$ cat config.mk
export PLATFORM = sky130hd
export DESIGN_NAME = io_drive_strength_select
export DESIGN_NICKNAME = d
export VERILOG_FILES = /design/src/logic/drive_pkg.sv /design/src/logic/drive_field_register.sv /design/src/logic/pin_drive_cell.sv /design/src/logic/io_drive_strength_select.sv
export VERILOG_INCLUDE_DIRS = /design/src /design/src/logic
export SDC_FILE = /design/constraint.sdc
export NUM_CORES = 1
export LEC_CHECK = 0
export BUFFER_PORTS_ARGS = -buffer_cell sky130_fd_sc_hd__clkbuf_2
export CAP_MARGIN = 20
export CORE_MARGIN = 5
export CORE_UTILIZATION = 50
export CTS_CLUSTER_DIAMETER = 60
export DETAILED_ROUTE_END_ITERATION = 7
export MAX_ROUTING_LAYER = met4
export PLACE_DENSITY = 0.84
export SYNTH_ARGS = -nofsm -noshare
export SYNTH_HDL_FRONTEND = slang
export SYNTH_SLANG_ARGS = --single-unit
export TNS_END_PERCENT = 50
$ cat constraint.sdc
create_clock -name ref_clk_in -period 3.4 [get_ports ref_clk_in]
set_input_delay 0.68 -clock ref_clk_in [delete_from_list [all_inputs] [get_ports ref_clk_in]]
set_output_delay 0.68 -clock ref_clk_in [all_outputs]
set_load 0.005 [all_outputs]
$ cat src/logic/drive_defines.svh
// Offsets, field positions, masks and reset values of the drive select bank.
// Assumes an 8-bit register port with a 3-bit address.
`ifndef DRIVE_DEFINES_SVH
`define DRIVE_DEFINES_SVH

// ==========================================================
// Register offsets
`define SRC_SEL_0_OFFSET 3'h0
`define SRC_SEL_1_OFFSET 3'h1
`define SINK_A_OFFSET 3'h2
`define SINK_C_OFFSET 3'h3
`define SINK_D_OFFSET 3'h4

// ==========================================================
// Source field positions (two bits each)
`define PORTA_LOW_SRC_LSB 0
`define PORTA_HIGH_SRC_LSB 2
`define PORTB_LOW_SRC_LSB 4
`define PORTB_HIGH_SRC_LSB 6
`define PORTC_LOW_SRC_LSB 0
`define PORTC_HIGH_SRC_LSB 2
`define PORTD_SRC_LSB 4

// ==========================================================
// Implemented bit masks
`define SRC_SEL_0_MASK 8'hFF
`define SRC_SEL_1_MASK 8'h3F
`define SINK_A_MASK 8'hFF
`define SINK_C_MASK 8'hFF
`define SINK_D_MASK 8'h03

// ==========================================================
// Reset values
`define SRC_SEL_0_RESET 8'h00
`define SRC_SEL_1_RESET 8'h00
`define SINK_A_RESET 8'h00
`define SINK_C_RESET 8'h00
`define SINK_D_RESET 8'h00
`define UNMAPPED_READ 8'h00

`endif

$ cat src/logic/drive_pkg.sv
// Types shared by the drive select bank and its pin cells.
// Assumes nothing beyond a SystemVerilog compiler.
`default_nettype none

package drive_pkg;

	// Two-bit source level code, 0 is weakest
	typedef logic [1:0] source_code_type;

	// What one pad driver receives
	typedef struct packed {
		logic output_active;
		source_code_type source_level;
		logic sink_level;
	} pad_drive_type;

endpackage

`default_nettype wire

$ cat src/logic/drive_field_register.sv
// One software register of the drive bank with a mask of implemented bits.
// Assumes a synchronous active-high reset and a one-cycle write strobe.
`default_nettype none

module drive_field_register #(
	parameter int WIDTH = 8,
	parameter logic [WIDTH-1:0] IMPL_MASK = 8'hFF,
	parameter logic [WIDTH-1:0] RESET_VALUE = 8'h00
) (
	input wire logic ref_clk_in,
	input wire logic reset_in,
	input wire logic wr_en_in,
	input wire logic [WIDTH-1:0] wr_data_in,
	output var logic [WIDTH-1:0] value_out
);

	// ==========================================================
	// Storage
	logic [WIDTH-1:0] value_reg;

	// Unimplemented bits never store anything
	always_ff @(posedge ref_clk_in) begin
		if (reset_in) begin
			value_reg <= RESET_VALUE & IMPL_MASK;
		end else if (wr_en_in) begin
			value_reg <= wr_data_in & IMPL_MASK;
		end
	end

	assign value_out = value_reg;

endmodule

`default_nettype wire

$ cat src/logic/pin_drive_cell.sv
// Drive code for one pad, gated by the pin's direction bit.
// Assumes direction 0 means CMOS output, 1 means input.
`default_nettype none

module pin_drive_cell #(
	parameter bit HAS_SINK = 1'b1
) (
	input wire logic ref_clk_in,
	input wire logic reset_in,
	input wire drive_pkg::source_code_type source_code_in,
	input wire logic sink_bit_in,
	input wire logic dir_bit_in,
	output var drive_pkg::pad_drive_type drive_out
);

	// ==========================================================
	// Gating
	drive_pkg::pad_drive_type drive_next;
	drive_pkg::pad_drive_type drive_reg;

	// Settings reach the pad only while it is a CMOS output
	always_comb begin
		drive_next = '0;
		if (!dir_bit_in) begin
			drive_next.output_active = 1'b1;
			drive_next.source_level = source_code_in;
			drive_next.sink_level = HAS_SINK ? sink_bit_in : 1'b0;
		end
	end

	always_ff @(posedge ref_clk_in) begin
		if (reset_in) begin
			drive_reg <= '0;
		end else begin
			drive_reg <= drive_next;
		end
	end

	assign drive_out = drive_reg;

endmodule

`default_nettype wire

$ cat src/logic/io_drive_strength_select.sv
// Drive strength select bank: source fields, sink bits, gated pad codes.
// Assumes a simple register port on ref_clk_in and direction bits from the ports.
//
// What this block does
// Source field codes 00..11 select levels 0 (min) to 3 (max).
// Bits 1..0 of source select 0 drive port A pins 3..0.
// Bits 7..6 of source select 1 read zero, writes ignored.
// Bits 5..4 of source select 1 drive port D pins 1..0.
// Source select 1 bits 3..2 drive port C 7..4, bits 1..0 port C 3..0.
// Sink selection exists for ports A, C, D only, never port B.
// Sink bit 0 selects minimum level, 1 selects maximum level.
// Sink bit affects the pad only while the pin is a CMOS output.
// Port A sink bit n controls port A pin n.
// All drive settings clear to zero on reset.
// Source select 0 bits 7..6 port B 7..4, 5..4 B 3..0, 3..2 A 7..4.
// Source fields affect the pad only while the pin is a CMOS output.
// Port C sink bit n controls port C pin n.
// Direction bit 0 means CMOS output, 1 means input.
`default_nettype none

`include "drive_defines.svh"

module io_drive_strength_select #(
	parameter int ADDR_W = 3,
	parameter int DATA_W = 8
) (
	input wire logic ref_clk_in,
	input wire logic reset_in,
	input wire logic [ADDR_W-1:0] addr_in,
	input wire logic [DATA_W-1:0] wr_data_in,
	input wire logic wr_in,
	input wire logic rd_in,
	output var logic [DATA_W-1:0] rd_data_out,
	input wire logic [7:0] dir_a_in,
	input wire logic [7:0] dir_b_in,
	input wire logic [7:0] dir_c_in,
	input wire logic [1:0] dir_d_in,
	output var drive_pkg::pad_drive_type [7:0] port_a_drive_out,
	output var drive_pkg::pad_drive_type [7:0] port_b_drive_out,
	output var drive_pkg::pad_drive_type [7:0] port_c_drive_out,
	output var drive_pkg::pad_drive_type [1:0] port_d_drive_out
);

	// ==========================================================
	// Elaboration checks
	if (ADDR_W != 3) begin : g_bad_addr
		$error("ADDR_W must be 3");
	end
	if (DATA_W != 8) begin : g_bad_data
		$error("DATA_W must be 8");
	end

	// ==========================================================
	// Address decode
	logic wr_src0;
	logic wr_src1;
	logic wr_sink_a;
	logic wr_sink_c;
	logic wr_sink_d;

	assign wr_src0 = wr_in && (addr_in == `SRC_SEL_0_OFFSET);
	assign wr_src1 = wr_in && (addr_in == `SRC_SEL_1_OFFSET);
	assign wr_sink_a = wr_in && (addr_in == `SINK_A_OFFSET);
	assign wr_sink_c = wr_in && (addr_in == `SINK_C_OFFSET);
	assign wr_sink_d = wr_in && (addr_in == `SINK_D_OFFSET);

	// ==========================================================
	// Registers
	logic [7:0] source_drive_select_0;
	logic [7:0] source_drive_select_1;
	logic [7:0] port_a_sink_select;
	logic [7:0] port_c_sink_select;
	logic [7:0] port_d_sink_select;

	drive_field_register #(
		.WIDTH(8),
		.IMPL_MASK(`SRC_SEL_0_MASK),
		.RESET_VALUE(`SRC_SEL_0_RESET)
	) u_source_drive_select_0 (
		.ref_clk_in(ref_clk_in),
		.reset_in(reset_in),
		.wr_en_in(wr_src0),
		.wr_data_in(wr_data_in),
		.value_out(source_drive_select_0)
	);

	// Top two bits unimplemented
	drive_field_register #(
		.WIDTH(8),
		.IMPL_MASK(`SRC_SEL_1_MASK),
		.RESET_VALUE(`SRC_SEL_1_RESET)
	) u_source_drive_select_1 (
		.ref_clk_in(ref_clk_in),
		.reset_in(reset_in),
		.wr_en_in(wr_src1),
		.wr_data_in(wr_data_in),
		.value_out(source_drive_select_1)
	);

	drive_field_register #(
		.WIDTH(8),
		.IMPL_MASK(`SINK_A_MASK),
		.RESET_VALUE(`SINK_A_RESET)
	) u_port_a_sink_select (
		.ref_clk_in(ref_clk_in),
		.reset_in(reset_in),
		.wr_en_in(wr_sink_a),
		.wr_data_in(wr_data_in),
		.value_out(port_a_sink_select)
	);

	drive_field_register #(
		.WIDTH(8),
		.IMPL_MASK(`SINK_C_MASK),
		.RESET_VALUE(`SINK_C_RESET)
	) u_port_c_sink_select (
		.ref_clk_in(ref_clk_in),
		.reset_in(reset_in),
		.wr_en_in(wr_sink_c),
		.wr_data_in(wr_data_in),
		.value_out(port_c_sink_select)
	);

	// Only two pins on port D
	drive_field_register #(
		.WIDTH(8),
		.IMPL_MASK(`SINK_D_MASK),
		.RESET_VALUE(`SINK_D_RESET)
	) u_port_d_sink_select (
		.ref_clk_in(ref_clk_in),
		.reset_in(reset_in),
		.wr_en_in(wr_sink_d),
		.wr_data_in(wr_data_in),
		.value_out(port_d_sink_select)
	);

	// ==========================================================
	// Read path
	logic [7:0] rd_data_next;
	logic [7:0] rd_data_reg;

	always_comb begin
		case (addr_in)
			`SRC_SEL_0_OFFSET: rd_data_next = source_drive_select_0;
			`SRC_SEL_1_OFFSET: rd_data_next = source_drive_select_1;
			`SINK_A_OFFSET: rd_data_next = port_a_sink_select;
			`SINK_C_OFFSET: rd_data_next = port_c_sink_select;
			`SINK_D_OFFSET: rd_data_next = port_d_sink_select;
			default: rd_data_next = `UNMAPPED_READ;
		endcase
	end

	// Data stands only in the cycle after the strobe
	always_ff @(posedge ref_clk_in) begin
		if (reset_in) begin
			rd_data_reg <= 8'h00;
		end else if (rd_in) begin
			rd_data_reg <= rd_data_next;
		end else begin
			rd_data_reg <= 8'h00;
		end
	end

	assign rd_data_out = rd_data_reg;

	// ==========================================================
	// Pad drive cells
	for (genvar i = 0; i < 8; i++) begin : g_port_a
		pin_drive_cell #(
			.HAS_SINK(1'b1)
		) u_cell (
			.ref_clk_in(ref_clk_in),
			.reset_in(reset_in),
			.source_code_in((i < 4) ?
				source_drive_select_0[`PORTA_LOW_SRC_LSB +: 2] :
				source_drive_select_0[`PORTA_HIGH_SRC_LSB +: 2]),
			.sink_bit_in(port_a_sink_select[i]),
			.dir_bit_in(dir_a_in[i]),
			.drive_out(port_a_drive_out[i])
		);
	end

	for (genvar i = 0; i < 8; i++) begin : g_port_b
		pin_drive_cell #(
			.HAS_SINK(1'b0)
		) u_cell (
			.ref_clk_in(ref_clk_in),
			.reset_in(reset_in),
			.source_code_in((i < 4) ?
				source_drive_select_0[`PORTB_LOW_SRC_LSB +: 2] :
				source_drive_select_0[`PORTB_HIGH_SRC_LSB +: 2]),
			.sink_bit_in(1'b0),
			.dir_bit_in(dir_b_in[i]),
			.drive_out(port_b_drive_out[i])
		);
	end

	for (genvar i = 0; i < 8; i++) begin : g_port_c
		pin_drive_cell #(
			.HAS_SINK(1'b1)
		) u_cell (
			.ref_clk_in(ref_clk_in),
			.reset_in(reset_in),
			.source_code_in((i < 4) ?
				source_drive_select_1[`PORTC_LOW_SRC_LSB +: 2] :
				source_drive_select_1[`PORTC_HIGH_SRC_LSB +: 2]),
			.sink_bit_in(port_c_sink_select[i]),
			.dir_bit_in(dir_c_in[i]),
			.drive_out(port_c_drive_out[i])
		);
	end

	for (genvar i = 0; i < 2; i++) begin : g_port_d
		pin_drive_cell #(
			.HAS_SINK(1'b1)
		) u_cell (
			.ref_clk_in(ref_clk_in),
			.reset_in(reset_in),
			.source_code_in(source_drive_select_1[`PORTD_SRC_LSB +: 2]),
			.sink_bit_in(port_d_sink_select[i]),
			.dir_bit_in(dir_d_in[i]),
			.drive_out(port_d_drive_out[i])
		);
	end

	logic [7:0] port_b_sink_bits;
	always_comb begin
		for (int k = 0; k < 8; k++) begin
			port_b_sink_bits[k] = port_b_drive_out[k].sink_level;
		end
	end

	// Pads read zero in the cycle after reset
	logic reset_seen_reg;
	always_ff @(posedge ref_clk_in) begin
		reset_seen_reg <= reset_in;
	end
endmodule

`default_nettype wire

==> results of run 1 <==
-- synthesized netlist by cell type, drive strengths merged --
cell type	instances	share of area
buf	23	0.037
nand3b	2	0.0035
nand2b	1	0.0015
a21oi	17	0.020
nor2	46	0.041
clkbuf	1	0.00088
nor4b	1	0.0056
or3	1	0.0015
nor3b	1	0.0018
mux2	1	0.0027
nand2	32	0.028
a31oi	1	0.0015
nor4bb	1	0.0024
nand4b	1	0.0021
and4b	1	0.0024
o22a	4	0.0083
nand3	4	0.0047
and4bb	2	0.0059
or4b	1	0.0032
dfxtp	136	0.64
or2	1	0.0015
and2	73	0.11
conb	1	0.00088
o21ai	3	0.0035
mux4	1	0.0062
mux2i	27	0.064
-- through the flow --
| stage | total power [mW] | setup slack (ps) | cells | util |
|---|---|---|---|---|
| floorplan | 1.75 | 1730 | 390 | - |
| global placement | 1.80 | 1080 | 617 | 0.603 |
| detailed placement | 1.81 | 1000 | 617 | 0.603 |
| CTS | 3.50 | 1520 | 648 | 0.671 |
| global route | 3.60 | 1400 | 648 | 0.671 |
| finish | 3.47 | 1460 | 648 | 0.671 |
-- cell families after synthesis --
kind of cell / share of synthesized area
mux: 0.0726
compound gates: 0.0334
other cells: 0.000885
buf+inv: 0.0381
simple gates: 0.213
flops: 0.642
-- state kept, by name, indices dropped and copies added (netlist names), 6 cells and up --
name,count
g_port_a.u_cell.drive_out,32
g_port_b.u_cell.drive_out,24
g_port_c.u_cell.drive_out,32
g_port_d.u_cell.drive_out,8
rd_data_out,8
u_port_a_sink_select.value_out,8
u_port_c_sink_select.value_out,8
u_source_drive_select_0.value_out,8
u_source_drive_select_1.value_out,6
-- metal layers --
| metal | wire length, µm | GRT usage | up-vias |
|---|---|---|---|
| met5 | 0 | - | - |
| met3 | 653 | 0.0553 | 6 |
| met2 | 4760 | 0.310 | 111 |
| li1 | - | - | 1523 |
| met4 | 88 | 0.0737 | 0 |
| met1 | 3980 | 0.225 | 1435 |
-- power groups by stage --
stage	registers [mW]	logic, mW	clock network, mW
after CTS	1.64	0.134	1.73
final	1.64	0.134	1.70
after detailed placement	1.67	0.133	0
after floorplan	1.67	0.0752	0
after global placement	1.67	0.129	0
after global routing	1.64	0.148	1.80
-- worst max path at each step --
stage                                                end  cells after the start  slack, ps  startpoint
floorplan           u_source_drive_select_0.value_out[0]                      5       1730  addr_in[0]
global placement       u_port_a_sink_select.value_out[3]                      5       1080  addr_in[1]
detailed placement     u_port_a_sink_select.value_out[3]                      5       1000  addr_in[1]
CTS                    u_port_a_sink_select.value_out[3]                      5       1520  addr_in[1]
global route           u_port_a_sink_select.value_out[3]                      5       1400  addr_in[1]
finish                 u_port_a_sink_select.value_out[3]                      5       1460  addr_in[1]
-- layout by cell type, fill, tap and decap left out, types with 8 or more instances in the layout --
| master | n |
|---|---|
| mux2i_1 | 27 |
| and2_1 | 73 |
| nor2_1 | 46 |
| clkbuf_16 | 16 |
| a21oi_1 | 17 |
| dfxtp_1 | 136 |
| nand2_1 | 32 |
| conb_1 | 8 |
| clkbuf_2 | 144 |
-- cell type report --
cell class	instances	area share
sequential	136	0.491
tap	105	0.0237
clock inverter	8	0.0174
multi-input combinational	230	0.250
timing repair buffer	146	0.133
clock buffer	23	0.0842
==> run summary, run 1 <==
RSZ-0062 raised after global routing: false
pin count of the biggest net entering global routing: 44
fin. max-slew vios: 0
drt pass-1 iters: 4
area post-placement: 4980 µm²
final period utilization: 0.570
core area: 8260 µm²
first-pass GRT wire length: 14700 µm
Area Growth Syn to Fin: 30.7%
setup_tns: 0 ps
R2R Path End: rd_data_out[5]
CTS tree: yes
# IOs: 153
ant diodes: 0
setup slack, reg-to-reg: 2290 ps
critical path, cell by cell: clkbuf_2, nor4bb_2, buf_4, mux2i_1, nor2_1
CP Class: primary input to flop
combinational power share: 0.039
internal cell power: 2.77 mW
hold path endpoint: g_port_b[3].u_cell.drive_out[3]
Crit-path slowest cell: nor4bb_2
setup violators final: 0
postcts setup bufs: 0
total global routing overflow: 0
Max-Cap Viols: 0
CP arrival: 2280 ps
Synth cell types: 30
DRT antenna net count: 0
Hold Buf Count CTS: 0
min Tclk post-route: 1940 ps
drt drc: 0
P_leak: 2.55 nW
sequential share of the synthesized area: 0.642
Hold Fails Final Rpt: 0
CP top delay family: buffers and inverters
hold path depth: 2
Post-Layout Inst Area: 5540 µm²
switch share: 0.201
cells on worst reg2reg path: 2
Initial Utilization: 0.513
synth warn: 0
RD Place Congestion: 0.827
fmax: 0.516 GHz
Critical R2R Launch: u_source_drive_select_0.value_out[5]
gr usage total: 0.191
CTS Buf Count: 17
Hold Path Class: primary input to flop
Longest Clk Path Bufs: 2
die area: 10400 µm²
element type at the critical path end: flop
CP max FO: 24
total number of vias: 3075
DPL Wire Length: 6930 µm
CTS clk-pin slew, worst paths: 60 ps
startpoint class of the critical path: primary input
H-tree Lvls: 4
critical path's largest stage delay: 590 ps
#FFs+latches synth: 136
DRT iter0 DRCs: 149
# resized after CTS: 0
Max VDD drop: 0.290 mV
Power Dens Cells: 627 nW/µm²
Rows: 33
hold slack: 345 ps
Seq pwr share: 0.472
WP buf/inv: 2
Reg area: 2720 µm²
area of the multi-input gates: 1390 µm²
clock power share: 0.489
Final nets: 572
pin slew with the least headroom to its limit: 968 ps
post-synthesis cell count: 383
vias in the first global route: 3056
switching pwr: 0.699 mW
WL final: 9490 µm
initial antenna violation count: 0
Cell Area, Synth: 4240 µm²
Synth Area per Inst: 11.1 µm²
Fin Clk Skew: 4.70 ps
worst endpoint required time: 3740 ps
IO Port Bufs: 144
layout cell share with drive strength beyond 1: 0.331
WL per Instance: 14.6 µm
Root Driver: clkbuf_8
clk_lat worst skew: 500 ps
Relative slew margins: 0.355
via/cell ratio: 4.75
status: completed
die height: 102 µm
# clock sinks: 136
Die W: 102 µm
# fillers: 661
Hold Startpoint: dir_b_in[3]
No activity file was read; power rests on OpenSTA's default activity.
==> inputs of run 2 (changes only) <==
--- a/config.mk
+++ b/config.mk
@@ -6,14 +6,15 @@
 export SDC_FILE = /design/constraint.sdc
 export NUM_CORES = 1
 export LEC_CHECK = 0
+export ABC_AREA = 1
 export BUFFER_PORTS_ARGS = -buffer_cell sky130_fd_sc_hd__clkbuf_2
 export CAP_MARGIN = 20
 export CORE_MARGIN = 5
-export CORE_UTILIZATION = 50
+export CORE_UTILIZATION = 48
 export CTS_CLUSTER_DIAMETER = 60
 export DETAILED_ROUTE_END_ITERATION = 7
 export MAX_ROUTING_LAYER = met4
-export PLACE_DENSITY = 0.84
+export PLACE_DENSITY = 0.82
 export SYNTH_ARGS = -nofsm -noshare
 export SYNTH_HDL_FRONTEND = slang
 export SYNTH_SLANG_ARGS = --single-unit
==> constraint.sdc (replaced) <==
create_clock -name ref_clk_in -period 1.8 [get_ports ref_clk_in]
set_input_delay 0.36 -clock ref_clk_in [delete_from_list [all_inputs] [get_ports ref_clk_in]]
set_output_delay 0.36 -clock ref_clk_in [all_outputs]
set_load 0.005 [all_outputs]
==> run summary, run 2 <==
critical path, cell by cell: clkbuf_2
WL met2: 5290 µm (+11%)
R2R Path End: rd_data_out[3]
CP top delay family: flip-flops
Hold Buf Count CTS: 14 (+14)
drt pass-1 iters: 5 (+1)
sequential share of the synthesized area: 0.652 (+0.0102)
setup_tns: 0 ps (unchanged)
CTS clk-pin slew, worst paths: 60 ps (about the same)
post-synthesis cell count: 472 (+23%)
DR top layer: met4
top cells by area, synth: dfxtp_1 65%, nor2_1 12%, inv_1 5.2%, o21ai_0 4.1%, nand3_1 3.7%
fin. max-slew vios: 0 (unchanged)
H-tree Lvls: 4 (unchanged)
core area: 8590 µm² (+4.1%)
setup violators final: 0 (unchanged)
most frequent cells in the layout: 144 x clkbuf_2, 136 x dfxtp_1, 132 x nor2_1
ant diodes: 0 (unchanged)
dpl cells: 715 (+16%)
DRT iter0 DRCs: 193 (+30%)
Fin Clk Skew: 7.40 ps (+2.69 ps)
initial antenna violation count: 0 (unchanged)
worst endpoint required time: 1440 ps (-2300 ps)
RD Place Congestion: 0.969 (+17%)
Cell Area, Synth: 4170 µm² (-1.6%)
drt drc: 0 (unchanged)
area leader, netlist: dfxtp_1
Hold Startpoint: dir_c_in[1]
Hold Fails Final Rpt: 0 (unchanged)
# clock sinks: 136 (unchanged)
IO Port Bufs: 144 (unchanged)
hold path endpoint: g_port_c[1].u_cell.drive_out[3]
WP buf/inv: 1 (-1)
DRT met1 WL: 4560 µm (+14%)
P_leak: 2.63 nW (+3.5%)
Max-Cap Viols: 0 (unchanged)
Root Driver: clkbuf_8
layout cell share with drive strength beyond 1: 0.286 (-0.0451)
Longest Clk Path Bufs: 2 (unchanged)
CP Class: flop to primary output
Crit-path slowest cell: dfxtp_1
element type at the critical path end: primary output
Initial Utilization: 0.486 (-0.0277)
Max VDD drop: 0.687 mV (+140%)
total number of vias: 3599 (+17%)
Power Dens Cells: 1200 nW/µm² (+91%)
Non-Filler Instances: 761 (+17%)
# IOs: 153 (unchanged)
#FFs+latches synth: 136 (unchanged)
die height: 103 µm (+1.1%)
cells on worst reg2reg path: 4 (+2)
Die W: 103 µm (+1.1%)
postcts setup bufs: 0 (unchanged)
pin count of the biggest net entering global routing: 51 (+16%)
Final nets: 681 (+19%)
Most used DFF post-synth: dfxtp_1
critical path's largest stage delay: 330 ps (-260 ps)
WL final: 11000 µm (+16%)
DPL Wire Length: 7960 µm (+15%)
Synth cell types: 18 (-40%)
CP max FO: 1 (-96%)
post-synth top area share: 0.652 (+0.0102)
# fillers: 712 (+7.7%)
met3 wire len: 1010 µm (+54%)
Synth Area per Inst: 8.84 µm² (-20%)
WL per Instance: 14.5 µm (-0.88%)
fmax: 0.761 GHz
most common cell after layout, fill and taps aside: clkbuf_2
vias in the first global route: 3622 (+19%)
RSZ-0062 raised after global routing: false
die area: 10700 µm² (+2.3%)
startpoint class of the critical path: flop
Area Growth Syn to Fin: 37.0%
CP arrival: 950 ps (-1330 ps)
Rows: 34 (+3.0%)
CTS tree: yes
total global routing overflow: 0 (unchanged)
hold path depth: 2 (unchanged)
CTS Buf Count: 17 (unchanged)
via/cell ratio: 4.73 (-0.34%)
# resized after CTS: 0 (unchanged)
setup slack, reg-to-reg: 880 ps (-1410 ps)
synth warn: 0 (unchanged)
min Tclk post-route: 1310 ps
first-pass GRT wire length: 17500 µm (+19%)
most common cell in the netlist: dfxtp_1
DRT antenna net count: 0 (unchanged)
Critical R2R Launch: u_port_a_sink_select.value_out[3]
Hold Path Class: primary input to flop
Layout Utilization: 0.665 (-0.00550)
status: completed
final period utilization: 0.730
synth cell count leaders: 136 x dfxtp_1, 132 x nor2_1, 58 x inv_1, 34 x o21ai_0, 31 x nand3_1
gr usage total: 0.221 (+0.0297)
number of synthesized flops with an enable pin: 0 (unchanged)
fraction of registers with async set or reset after synthesis: 0 (unchanged)
clk_lat worst skew: 510 ps (about the same)
==> run 2: through the flow <==
| step | power [mW] | worst slack [ps] | instance area (µm²) | hold WS [ps] |
|---|---|---|---|---|
| final | 6.83 | 485 | 5720 | 14.6 |
| after global routing | 7.10 | 436 | 5720 | 5.32 |
| after CTS | 6.88 | 468 | 5720 | 0.353 |
| after detailed placement | 3.48 | 312 | 4990 | 447 |
| after global placement | 3.47 | 358 | 4990 | 448 |
| after floorplan | 3.33 | 581 | 4200 | 418 |
==> run 2: power by group <==
group          total (mW)  switching, mW  internal, mW
sequential           3.11         0.0297          3.08
combinational       0.333          0.205         0.128
clock                3.39           1.35          2.04
==> run 2: final cells by class <==
cell class,count,area (µm²),area share
Multi-Input combinational cell,262,1130,0.198
Clock inverter,14,163,0.0284
Sequential cell,136,2720,0.476
Inverter,60,225,0.0394
Clock buffer,18,428,0.0748
Tap cell,108,135,0.0236
Timing Repair Buffer,163,911,0.159
==> run 2: kinds of logic after synthesis <==
family | synth area share
compound gates | 0.0528
buf+inv | 0.0822
flops | 0.652
other cells | 0.000899
simple gates | 0.212
==> run 2: routing by layer <==
| layer | vias to the layer above | track usage |
|---|---|---|
| li1 | 1794 | - |
| met1 | 1618 | 0.273 |
| met2 | 166 | 0.346 |
| met3 | 21 | 0.0651 |
| met4 | 0 | 0.0777 |
| met5 | - | - |
==> run 2: how the worst max path moves through the flow <==
stage	from	to	slack, ps	cells past startpoint
4_1_cts	g_port_a[1].u_cell.drive_out[3]	port_a_drive_out[7]	470	1
3_3_place_gp	addr_in[1]	u_port_c_sink_select.value_out[1]	360	6
5_1_grt	g_port_d[0].u_cell.drive_out[2]	port_d_drive_out[2]	440	1
2_1_floorplan	addr_in[0]	u_port_a_sink_select.value_out[2]	580	7
3_5_place_dp	addr_in[1]	u_port_c_sink_select.value_out[3]	310	6
6_report	g_port_d[0].u_cell.drive_out[2]	port_d_drive_out[2]	490	1
==> inputs of run 3 (changes only) <==
--- a/config.mk
+++ b/config.mk
@@ -10,11 +10,11 @@
 export BUFFER_PORTS_ARGS = -buffer_cell sky130_fd_sc_hd__clkbuf_2
 export CAP_MARGIN = 20
 export CORE_MARGIN = 5
-export CORE_UTILIZATION = 48
+export CORE_UTILIZATION = 43
 export CTS_CLUSTER_DIAMETER = 60
 export DETAILED_ROUTE_END_ITERATION = 7
 export MAX_ROUTING_LAYER = met4
-export PLACE_DENSITY = 0.82
+export PLACE_DENSITY = 0.78
 export SYNTH_ARGS = -nofsm -noshare
 export SYNTH_HDL_FRONTEND = slang
 export SYNTH_SLANG_ARGS = --single-unit
==> constraint.sdc (replaced) <==
create_clock -name ref_clk_in -period 1.1 [get_ports ref_clk_in]
set_input_delay 0.22 -clock ref_clk_in [delete_from_list [all_inputs] [get_ports ref_clk_in]]
set_output_delay 0.22 -clock ref_clk_in [all_outputs]
set_load 0.005 [all_outputs]
==> run summary, run 3 (synthesis results as in run 2) <==
status: finished, violations left
failing checks: setup timing
critical path's largest stage delay: 330 ps (about the same)
startpoint class of the critical path: flop
cells on worst reg2reg path: 4 (unchanged)
final period utilization: 1.06
Final nets: 715 (+5.0%)
layout cell share with drive strength beyond 1: 0.376 (+0.0897)
CP arrival: 950 ps (about the same)
# clock sinks: 136 (unchanged)
hold path endpoint: u_port_a_sink_select.value_out[3]
Fin Clk Skew: 6.53 ps (-0.869 ps)
fin. max-slew vios: 0 (unchanged)
setup slack, reg-to-reg: 200 ps (-680 ps)
total number of vias: 3774 (+4.9%)
CTS tree: yes
postcts setup bufs: 0 (unchanged)
core area: 9640 µm² (+12%)
Hold Startpoint: wr_data_in[3]
Hold Fails Final Rpt: 0 (unchanged)
worst setup margin: -68.9 ps (-554 ps)
min Tclk post-route: 1170 ps
hold path depth: 3 (+1)
Crit-path slowest cell: dfxtp_2
critical path, cell by cell: buf_6
CTS Buf Count: 17 (unchanged)
WL final: 11600 µm (+5.4%)
CTS clk-pin slew, worst paths: 60 ps (about the same)
# IOs: 153 (unchanged)
Hold Path Class: primary input to flop
RD Place Congestion: 0.924 (-4.7%)
most common cell after layout, fill and taps aside: nor2_1
via/cell ratio: 4.61 (-2.6%)
die area: 11800 µm² (+10%)
H-tree Lvls: 4 (unchanged)
drt pass-1 iters: 4 (-1)
DRT antenna net count: 0 (unchanged)
vias in the first global route: 3922 (+8.3%)
Area Growth Syn to Fin: 48.2%
CP max FO: 1 (unchanged)
Critical R2R Launch: u_source_drive_select_1.value_out[2]
DRT iter0 DRCs: 217 (+12%)
IO Port Bufs: 144 (unchanged)
switching pwr: 2.43 mW (+53%)
Max-Cap Viols: 0 (unchanged)
RSZ-0062 raised after global routing: true
ant diodes: 0 (unchanged)
Seq pwr share: 0.462 (+0.007)
pin count of the biggest net entering global routing: 30 (-41%)
DPL Wire Length: 8350 µm (+4.9%)
worst endpoint required time: 880 ps (-560 ps)
initial antenna violation count: 0 (unchanged)
Longest Clk Path Bufs: 2 (unchanged)
most frequent cells in the layout: 132 x nor2_1, 103 x clkbuf_2, 83 x dfxtp_1
switch share: 0.220 (-0.0117)
total global routing overflow: 0 (unchanged)
Initial Utilization: 0.433 (-0.0527)
# fillers: 801 (+13%)
setup_tns: -4640 ps (-4640 ps)
setup violators final: 104 (+104)
Die W: 109 µm (+5.1%)
drt drc: 0 (unchanged)
clk_lat worst skew: 510 ps (about the same)
WL per Instance: 14.2 µm (-2.1%)
gr usage total: 0.210 (-0.0108)
Power Dens Cells: 1780 nW/µm² (+49%)
CP top delay family: flip-flops
Root Driver: clkbuf_8
DP Worst Slack: -143 ps (-455 ps)
internal cell power: 8.60 mW (+64%)
Rows: 36 (+5.9%)
combinational power share: 0.059 (+0.010)
element type at the critical path end: primary output
Max VDD drop: 0.801 mV (+17%)
first-pass GRT wire length: 18500 µm (+5.7%)
P_leak: 2.86 nW (+8.4%)
CP Class: flop to primary output
WP buf/inv: 1 (unchanged)
R2R Path End: rd_data_out[2]
die height: 109 µm (+5.1%)
fmax: 0.855 GHz
clock power share: 0.479 (-0.017)
## run 3: changes by cell type in the layout (fill, tap and decap cells not counted), sizes merged
cell and delta:
clkbuf -40, dlygate4sd3 +14, clkinv +6, inv -7
clkinvlp -1, buf +61
## run 3: worst max-delay path by stage
stage,from,to,slack [ps],cells after the start
final,g_port_a[7].u_cell.drive_out[0],port_a_drive_out[28],-70,1
after global routing,g_port_a[7].u_cell.drive_out[0],port_a_drive_out[28],-100,1
after CTS,g_port_c[6].u_cell.drive_out[0],port_c_drive_out[24],-90,1
after detailed placement,addr_in[0],u_port_a_sink_select.value_out[0],-140,7
after global placement,addr_in[0],u_port_a_sink_select.value_out[1],-110,7
after floorplan,addr_in[0],u_port_a_sink_select.value_out[2],20,7
## run 3: power groups by stage
| stage | clock, mW | combinational [mW] | sequential [mW] |
|---|---|---|---|
| after floorplan | 0 | 0.250 | 5.19 |
| after global placement | 0 | 0.536 | 5.19 |
| after detailed placement | 0 | 0.553 | 5.19 |
| after CTS | 5.39 | 0.635 | 5.09 |
| after global routing | 5.61 | 0.717 | 5.10 |
| final | 5.28 | 0.645 | 5.09 |
## run 3: timing repair
action                                 4_1_cts  5_1_grt
pin swaps                                    0        0
gates resized for setup                     13       91
endpoints found under the hold margin       91        0
cloned                                       0        0
hold buffers                                28        0
setup endpoints to repair                  104      104
## run 3: per-layer routing
metal	part of all wire	GRT usage	vias up	wire, µm
met5	0	-	-	0
met4	0.017	0.0911	0	193
met3	0.054	0.0430	19	626
met2	0.51	0.354	126	5960
met1	0.42	0.242	1772	4860
li1	-	-	1857	-
## run 3: final cells by class
type	count	area [µm²]	share of cell area
clock buffers	19	432	0.0698
clock inverters	12	129	0.0208
inverters	60	225	0.0364
multi-input cells	262	1130	0.183
flip-flops and latches	136	2790	0.451
well taps	133	166	0.0269
repair buffers	197	1310	0.211
## run 3: through the flow
| stage | total power [mW] | util | hold WS, ps | instance area, µm² | std cells |
|---|---|---|---|---|---|
| floorplan | 5.44 | - | 287 | 4200 | 479 |
| global placement | 5.73 | 0.538 | 383 | 5180 | 760 |
| detailed placement | 5.75 | 0.538 | 387 | 5180 | 760 |
| CTS | 11.1 | 0.626 | 16.3 | 6040 | 819 |
| global route | 11.4 | 0.641 | 39.1 | 6180 | 819 |
| finish | 11.0 | 0.641 | 35.1 | 6180 | 819 |
